--- src/dfp_pkg.sv ---
package dfp_pkg;

    // ==========================================================
    // Register map (index = printed offset, byte addr = 4*index)
    // ==========================================================
    localparam logic [7:0] IDX_CONTROL = 8'h0c;
    localparam logic [7:0] IDX_DUTY_CH0 = 8'h0d;
    localparam logic [7:0] IDX_DUTY_CH1 = 8'h0e;
    localparam logic [7:0] IDX_STATUS = 8'h0f;
    localparam int ADDR_W = 12;
    localparam logic [11:0] ADDR_CONTROL = {2'b00, IDX_CONTROL, 2'b00};
    localparam logic [11:0] ADDR_DUTY_CH0 = {2'b00, IDX_DUTY_CH0, 2'b00};
    localparam logic [11:0] ADDR_DUTY_CH1 = {2'b00, IDX_DUTY_CH1, 2'b00};
    localparam logic [11:0] ADDR_STATUS = {2'b00, IDX_STATUS, 2'b00};

    // ==========================================================
    // Control field layout
    // ==========================================================
    localparam int POS_MODE = 0;
    localparam int POS_RUN = 3;
    localparam int POS_EN0 = 6;
    localparam int POS_EN1 = 7;
    localparam logic [7:0] CONTROL_RESET = 8'h00;
    localparam logic [7:0] DUTY_RESET = 8'h80;

    typedef enum logic [1:0] {
        DFP_RES_8BIT = 2'b00,
        DFP_RES_7BIT = 2'b01,
        DFP_RES_6BIT = 2'b10,
        DFP_RES_RSVD = 2'b11
    } dfp_res_e;

    typedef struct packed {
        logic out_en_ch1;
        logic out_en_ch0;
        logic [1:0] rsvd_hi;
        logic counter_run;
        logic rsvd_lo;
        dfp_res_e resolution_select;
    } dfp_ctrl_s;

    // ==========================================================
    // Timing: one source clock period spans two half steps
    // ==========================================================
    localparam real SRC_PERIOD_NS = 50.0;
    localparam real PCLK_PERIOD_NS = 8.0;
    localparam int HALF_CYC = 1;
    localparam int HALF_W = 9;

    // Pin signals of one channel
    typedef struct packed {
        logic level;
        logic oe;
    } dfp_pin_s;

endpackage : dfp_pkg

--- src/dfp_half_tick.sv ---
module dfp_half_tick #(
    parameter int HALF_CYC = dfp_pkg::HALF_CYC
) (
    input wire logic pclk,
    input wire logic presetn,
    input wire logic run,
    output logic half_en
);
    localparam int CW = (HALF_CYC > 1) ? $clog2(HALF_CYC) : 1;
    localparam logic [CW-1:0] LAST = CW'(HALF_CYC - 1);

    logic [CW-1:0] div_r;

    // Restart from zero on stop so the first period is whole
    always_ff @(posedge pclk or negedge presetn) begin
        if (!presetn) begin
            div_r <= '0;
        end else if (!run || div_r == LAST) begin
            div_r <= '0;
        end else begin
            div_r <= div_r + CW'(1);
        end
    end

    assign half_en = run && (div_r == LAST);

endmodule // dfp_half_tick

--- src/dfp_channel.sv ---
module dfp_channel (
    input wire logic pclk,
    input wire logic presetn,
    input wire logic run,
    input wire logic load,
    input wire dfp_pkg::dfp_res_e res,
    input wire logic [7:0] duty,
    input wire logic [8:0] half_cnt,
    output logic level
);
    logic [7:0] duty_r;
    logic dither_r;
    logic [8:0] width_half;
    logic level_r;

    // Latch duty at a period boundary and on every cycle while stopped
    always_ff @(posedge pclk or negedge presetn) begin
        if (!presetn) begin
            duty_r <= dfp_pkg::DUTY_RESET;
        end else if (load) begin
            duty_r <= duty;
        end
    end

    // Alternates pulses for the quarter-clock average
    always_ff @(posedge pclk or negedge presetn) begin
        if (!presetn) begin
            dither_r <= 1'b0;
        end else if (!run) begin
            dither_r <= 1'b0;
        end else if (load) begin
            dither_r <= ~dither_r;
        end
    end

    // Width in half source periods
    always_comb begin
        unique case (res)
            dfp_pkg::DFP_RES_8BIT: width_half = {duty_r, 1'b0};
            dfp_pkg::DFP_RES_7BIT: width_half = {1'b0, duty_r};
            dfp_pkg::DFP_RES_6BIT: width_half = {2'b00, duty_r[7:2], duty_r[1]} + 9'(duty_r[0] & dither_r);
            default: width_half = {duty_r, 1'b0};
        endcase
    end

    // Low for the width from period start, high after
    always_ff @(posedge pclk or negedge presetn) begin
        if (!presetn) begin
            level_r <= 1'b1;
        end else if (!run) begin
            level_r <= 1'b1;
        end else begin
            level_r <= !(half_cnt < width_half);
        end
    end

    assign level = level_r;

endmodule // dfp_channel

--- src/dfp_top.sv ---
// Function
// - Two channels each make their own waveform from their own duty register.
// - Mode field 00/01/10 selects 8/7/6-bit period, 11 is reserved.
// - The run bit lets the shared up-counter count when 1 and stops it when 0.
// - While stopped the counter is held cleared and both pins show high.
// - Writing run as 0 returns every control field to its initial value.
// - Each channel has an output enable bit; software enables only while running.
// - One mode applies to both channels together.
// - 8-bit mode: 256 source periods, width is duty times one source period.
// - 7-bit mode: 128 source periods, upper seven bits plus a half period for bit 0.
// - 6-bit mode: 64 source periods, upper six bits plus a fractional extension.
// - 6-bit fractions come from half-period stretches averaged over pulses.
module dfp_top #(
    parameter int HALF_CYC = dfp_pkg::HALF_CYC
) (
    input wire logic pclk,
    input wire logic presetn,
    input wire logic psel,
    input wire logic penable,
    input wire logic pwrite,
    input wire logic [dfp_pkg::ADDR_W-1:0] paddr,
    input wire logic [31:0] pwdata,
    input wire logic [3:0] pstrb,
    output logic [31:0] prdata,
    output logic pready,
    output logic pslverr,
    output logic pwm_out_ch0,
    output logic pwm_out_ch0_oe,
    output logic pwm_out_ch1,
    output logic pwm_out_ch1_oe
);

    // ==========================================================
    // Bus decode
    // ==========================================================
    logic setup_ph;
    logic access_ph;
    logic hit_ctrl;
    logic hit_d0;
    logic hit_d1;
    logic hit_stat;
    logic mapped;
    logic wr_ok;
    logic wr_ctrl;
    logic wr_d0;
    logic wr_d1;

    assign setup_ph = psel && !penable;
    assign access_ph = psel && penable;
    assign hit_ctrl = (paddr == dfp_pkg::ADDR_CONTROL);
    assign hit_d0 = (paddr == dfp_pkg::ADDR_DUTY_CH0);
    assign hit_d1 = (paddr == dfp_pkg::ADDR_DUTY_CH1);
    assign hit_stat = (paddr == dfp_pkg::ADDR_STATUS);
    assign mapped = hit_ctrl || hit_d0 || hit_d1 || hit_stat;

    // Register data sits in byte lane 0 only
    assign wr_ok = access_ph && pwrite && mapped && pstrb[0];
    assign wr_ctrl = wr_ok && hit_ctrl;
    assign wr_d0 = wr_ok && hit_d0;
    assign wr_d1 = wr_ok && hit_d1;

    // Zero wait states; status is read-only
    assign pready = 1'b1;
    assign pslverr = access_ph && (!mapped || (pwrite && hit_stat));

    // ==========================================================
    // Control register
    // ==========================================================
    dfp_pkg::dfp_ctrl_s ctrl_r;
    dfp_pkg::dfp_ctrl_s ctrl_wr;
    logic run;

    assign ctrl_wr = dfp_pkg::dfp_ctrl_s'(pwdata[7:0]);
    assign run = ctrl_r.counter_run;

    always_ff @(posedge pclk or negedge presetn) begin
        if (!presetn) begin
            ctrl_r <= dfp_pkg::dfp_ctrl_s'(dfp_pkg::CONTROL_RESET);
        end else if (wr_ctrl) begin
            if (!ctrl_wr.counter_run) begin
                // Stop doubles as a software reset of the control register; duty registers keep their values
                ctrl_r <= dfp_pkg::dfp_ctrl_s'(dfp_pkg::CONTROL_RESET);
            end else if (!run) begin
                // Start: only the run bit takes effect on this write
                ctrl_r.counter_run <= 1'b1;
            end else begin
                // Enables and mode follow the write while running; reserved mode 11 is ignored
                ctrl_r.out_en_ch1 <= ctrl_wr.out_en_ch1;
                ctrl_r.out_en_ch0 <= ctrl_wr.out_en_ch0;
                if (ctrl_wr.resolution_select != dfp_pkg::DFP_RES_RSVD) begin
                    ctrl_r.resolution_select <= ctrl_wr.resolution_select;
                end
            end
        end
    end

    // ==========================================================
    // Duty registers
    // ==========================================================
    logic [7:0] duty_ch0_r;
    logic [7:0] duty_ch1_r;

    // Ignored while stopped: the block is not ready for setup
    always_ff @(posedge pclk or negedge presetn) begin
        if (!presetn) begin
            duty_ch0_r <= dfp_pkg::DUTY_RESET;
        end else if (wr_d0 && run) begin
            duty_ch0_r <= pwdata[7:0];
        end
    end

    always_ff @(posedge pclk or negedge presetn) begin
        if (!presetn) begin
            duty_ch1_r <= dfp_pkg::DUTY_RESET;
        end else if (wr_d1 && run) begin
            duty_ch1_r <= pwdata[7:0];
        end
    end

    // ==========================================================
    // Shared up-counter, in half source periods
    // ==========================================================
    logic half_en;
    logic [dfp_pkg::HALF_W-1:0] half_cnt_r;
    logic [dfp_pkg::HALF_W-1:0] half_last;
    logic boundary;
    logic load;

    dfp_half_tick #(
        .HALF_CYC(HALF_CYC)
    ) u_tick (
        .pclk(pclk),
        .presetn(presetn),
        .run(run),
        .half_en(half_en)
    );

    // One mode sets the period for both channels
    always_comb begin
        unique case (ctrl_r.resolution_select)
            dfp_pkg::DFP_RES_8BIT: half_last = 9'h1ff;
            dfp_pkg::DFP_RES_7BIT: half_last = 9'h0ff;
            dfp_pkg::DFP_RES_6BIT: half_last = 9'h07f;
            default: half_last = 9'h1ff;
        endcase
    end

    assign boundary = half_en && (half_cnt_r == half_last);

    always_ff @(posedge pclk or negedge presetn) begin
        if (!presetn) begin
            half_cnt_r <= '0;
        end else if (!run) begin
            half_cnt_r <= '0;
        end else if (boundary) begin
            half_cnt_r <= '0;
        end else if (half_en) begin
            half_cnt_r <= half_cnt_r + 9'h001;
        end
    end

    // While stopped keep loading so the first period uses fresh data
    assign load = boundary || !run;

    // ==========================================================
    // Channels
    // ==========================================================
    logic [1:0] level;
    logic [7:0] duty_sel [2];

    assign duty_sel[0] = duty_ch0_r;
    assign duty_sel[1] = duty_ch1_r;

    generate
        for (genvar ch = 0; ch < 2; ch++) begin : g_ch
            dfp_channel u_chan (
                .pclk(pclk),
                .presetn(presetn),
                .run(run),
                .load(load),
                .res(ctrl_r.resolution_select),
                .duty(duty_sel[ch]),
                .half_cnt(half_cnt_r),
                .level(level[ch])
            );
        end
    endgenerate

    // ==========================================================
    // Pins: enable only gates the driver, never the waveform
    // ==========================================================
    assign pwm_out_ch0 = level[0];
    assign pwm_out_ch1 = level[1];
    assign pwm_out_ch0_oe = ctrl_r.out_en_ch0;
    assign pwm_out_ch1_oe = ctrl_r.out_en_ch1;

    // ==========================================================
    // Read data, captured in the setup phase
    // ==========================================================
    logic [7:0] rd_nxt;

    always_comb begin
        rd_nxt = 8'h00;
        if (hit_ctrl) begin
            rd_nxt = ctrl_r;
        end else if (hit_d0) begin
            rd_nxt = duty_ch0_r;
        end else if (hit_d1) begin
            rd_nxt = duty_ch1_r;
        end else if (hit_stat) begin
            rd_nxt = half_cnt_r[8:1];
        end
    end

    always_ff @(posedge pclk or negedge presetn) begin
        if (!presetn) begin
            prdata <= 32'h0000_0000;
        end else if (setup_ph) begin
            prdata <= {24'h00_0000, rd_nxt};
        end
    end

endmodule // dfp_top

--- config.mk ---
export PLATFORM = sky130hd
export DESIGN_NAME = dfp_top
export DESIGN_NICKNAME = d
export VERILOG_FILES = /design/src/dfp_pkg.sv /design/src/dfp_half_tick.sv /design/src/dfp_channel.sv /design/src/dfp_top.sv
export SDC_FILE = /design/constraint.sdc
export NUM_CORES = 1
export LEC_CHECK = 0
export CAP_MARGIN = 20
export CORE_UTILIZATION = 60
export CTS_BUF_LIST = sky130_fd_sc_hd__clkbuf_16
export DETAILED_ROUTE_END_ITERATION = 8
export DONT_BUFFER_PORTS = 1
export GPL_TIMING_DRIVEN = 1
export PLACE_DENSITY = 0.76
export SYNTH_ARGS = -nofsm -noshare
export SYNTH_HDL_FRONTEND = slang
export SYNTH_SLANG_ARGS = --single-unit
--- constraint.sdc ---
create_clock -name pclk -period 5.54 [get_ports pclk]
set_clock_uncertainty 0.1 [all_clocks]
set_input_delay 0.554 -clock pclk [delete_from_list [all_inputs] [get_ports pclk]]
set_output_delay 0.554 -clock pclk [all_outputs]
set_load 0.03 [all_outputs]
==> summary.txt <==
Final layout
  • Final cell count without fillers: 437
  • Area growth, synth to finish: 6.94%
  • Layout Utilization: 67.8%
  • Nets: 434
  • Share of cells above drive strength 1: 19.6%
  • Ant diodes: 0
  • Final instance area: 4090 um^2

Setup path
  • Arrival time at the worst endpoint: 3660 ps
  • Crit path kind: flip-flop to flip-flop
  • Cell Chain, Critical Path: inv_1 -> ha_1 -> xor2_1 -> nor4_2 -> nand2b_1 -> mux2_2
  • Worst Reg-to-Reg Cells: 6
  • Cell depth of the worst setup path: 6
  • Top delay family on crit path: simple AND/OR/NAND/NOR gates
  • Crit Path Max Fanout: 22
  • CP endpoint kind: flip-flop
  • Buf/Inv on CP: 1
  • CP Launch Type: flip-flop
  • Worst Path Required: 5650 ps
  • CP max-delay cell: nand2b_1
  • CP peak stage delay: 870 ps

Timing
  • Unrepaired setup endpoints after global routing: false
  • Final WS setup: 1990 ps
  • Slew headroom: 31.0%
  • FMAX: 282 MHz
  • Worst-margin pin slew: 1040 ps
  • Final hold slack: 272 ps
  • Tcrit/Tclk final: 64.0%
  • Slew Viols, Final: 0
  • Final Hold Viols: 0
  • Setup-failing EPs final: 0
  • Final min period: 3550 ps
  • Setup tns final: 0 ps

Routing
  • DRC Markers: 0
  • Via count: 2,729
  • Drt initial violations: 186
  • Routed wire length: 8.37 mm
  • Drt pass-1 iters: 5
  • Routed len/inst: 19.2 um
  • Final ANT Viol Nets: 0
  • Vias/cell: 6.24

Clock tree
  • Clock transition at the registers of the reported paths: 50 ps
  • Clock Sinks: 59
  • CTS Root Cell: clkbuf_16
  • CTS tree: built
  • Post-CTS Setup Inserts: 0
  • Buffer depth of the longest clock path: 2
  • Worst-Skew Late Latency: 330 ps
  • Num CTS Buffers: 9
  • H-tree depth: 3

Floorplan
  • # IOs: 91
  • Die ar.: 6690 um^2
  • Effective utilization at floorplan: 63.4%
  • Core footprint: 6030 um^2
  • Die height: 81.8 um
  • Row count: 28
  • Die Width: 81.8 um

Synthesis
  • Number of synthesized register bits: 59
  • Main synth FF type: dfrtp_1
  • Most common cell in the synthesized netlist: dfrtp_1
  • Number of synthesized flops with an enable pin: 0
  • Syn. warnings: 0
  • Synth area leaders: dfrtp_1, mux2_2, ha_1
  • Post-synth top cells: dfrtp_1, mux2_2, buf_4, nand2_1, ha_1
  • Register area share after synthesis: 38.8%
  • Post-Syn Area: 3820 um^2
  • Post-synth top area share: 34.7%
  • Area leader, netlist: dfrtp_1
  • Netlist cell types: 49
  • Mapped Cells: 359
  • Syn avg cell area: 10.6 um^2
  • Ys async rst share: 100%

Placed design
  • DP Area: 3760 um^2
  • Placer Congestion: 0.868
  • Dpl ws: 2100 ps
  • Placed cells: 418
  • DP HPWL: 5.79 mm
  • I/O Buffers: 0

GRT
  • Total GRT Usage: 28.7%
  • Initial antenna violation count: 0
  • Vias in the first global route: 2,633
  • Pin count of the biggest net entering global routing: 60
  • First-pass GRT wire length: 13.6 mm
  • Gr ovfl total: 0

Min path
  • Worst Hold Class: input port to flip-flop
  • Hold Path Stages: 1

Flow run
  • Max-Cap Viols: 0

Status
  • Outcome: completed

Power and ir drop
  • Leak Pwr: 1.83 nW
  • Total design power: 1.12 mW
  • PwrDens: 275 nW/um^2
  • VDD IR max: 0.000257 V
[cell type report]
type                       instances  area (um^2)
sequential                        59         1480
inverter                           4         15.0
fill                             460         1940
timing repair buffer               4         50.0
multi-input combinational        279         2160
tap                               75         93.8
clock buffer                       9          225
clock inverter                     7         62.6
[registers in the layout, summed over array words and instances (netlist names), 2 cells and up]
| signal | flops |
|---|---|
| prdata | 8 |
| duty_ch0_r | 8 |
| duty_ch1_r | 8 |
| half_cnt_r | 9 |
| g_ch.u_chan.dither_r | 2 |
| ctrl_r | 2 |
| g_ch.u_chan.level | 2 |
| g_ch.u_chan.duty_r | 16 |
[layer usage]
layer | vias up | share of wire (%) | GRT usage, %
met1 | 1357 | 40 | 34.5
met5 | - | 0 | 0
met4 | 0 | 1.4 | 8.60
met3 | 15 | 6.5 | 9.78
met2 | 91 | 52 | 48.3
li1 | 1266 | - | -
[what timing repair did]
action,4_1_cts,5_1_grt
endpoints found under the hold margin,59,0
resized for setup,0,0
hold buffers,2,0
[worst reg2reg max path: cells and delay by family, from the launching register on]
kind / cells / cell delay [ps]
xor+xnor: 1 / 210
simple gates: 2 / 1410
flops: 1 / 430
fa+ha+maj: 1 / 760
buf+inv: 1 / 90
mux: 1 / 440
[power by group]
group | switching (mW) | internal, mW
clock | 0.192 | 0.342
combinational | 0.0932 | 0.0505
sequential | 0.0109 | 0.436
[worst paths after layout]
| path | from | end | slack, ps |
|---|---|---|---|
| setup / recovery | ctrl_r[0]$_DFFE_PN0P_ | g_ch[0].u_chan.duty_r[1]$_DFFE_PN0P_ | 1990 |
| hold / removal | pwdata[6] | duty_ch1_r[6]$_DFFE_PN0P_ | 270 |
| setup reg to reg | ctrl_r[0]$_DFFE_PN0P_ | g_ch[0].u_chan.duty_r[1]$_DFFE_PN0P_ | 1990 |
| hold reg to reg | duty_ch0_r[3]$_DFFE_PN0P_ | g_ch[0].u_chan.duty_r[3]$_DFFE_PN0P_ | 430 |
| max in group asynchronous | presetn | g_ch[0].u_chan.duty_r[7]$_DFFE_PN1P_ | 4390 |
| min in group asynchronous | presetn | ctrl_r[1]$_DFFE_PN0P_ | 670 |
[cells by family after synthesis]
kind of cell / after synthesis / synth area share (%)
xor gates and xnor gates: 20 / 4.58
adders and majority gates: 24 / 7.86
DFF: 59 / 38.8
muxes: 41 / 13.6
buffers and inverters: 45 / 7.11
and+or+nand+nor: 106 / 16.7
AOI/OAI and AO/OA: 62 / 11.2
other: 2 / 0.197
[cell usage in the layout (no fill, tap or decap), types with 2 or more instances in the layout]
cell       count
dfrtp_1       53
mux2_2        36
nand2_1       27
conb_1        26
ha_1          24
o21ai_0       21
nand3_1       16
xor2_1        13
nor2_1        12
nand4_1       11
a22oi_1        9
clkbuf_16      9
and2_1         7
xnor2_1        7
a221o_1        7
inv_1          6
o21a_1         6
dfstp_2        6
nand2b_1       5
mux4_2         5
and3_1         4
nor2b_1        4
o31ai_1        4
a21oi_1        3
nand4b_1       3
o211ai_1       3
nor4_1         2
o31a_1         2
and4_1         2
nor3b_1        2
nor3b_4        2
a21boi_0       2
Power figures use the tool's default switching activity.
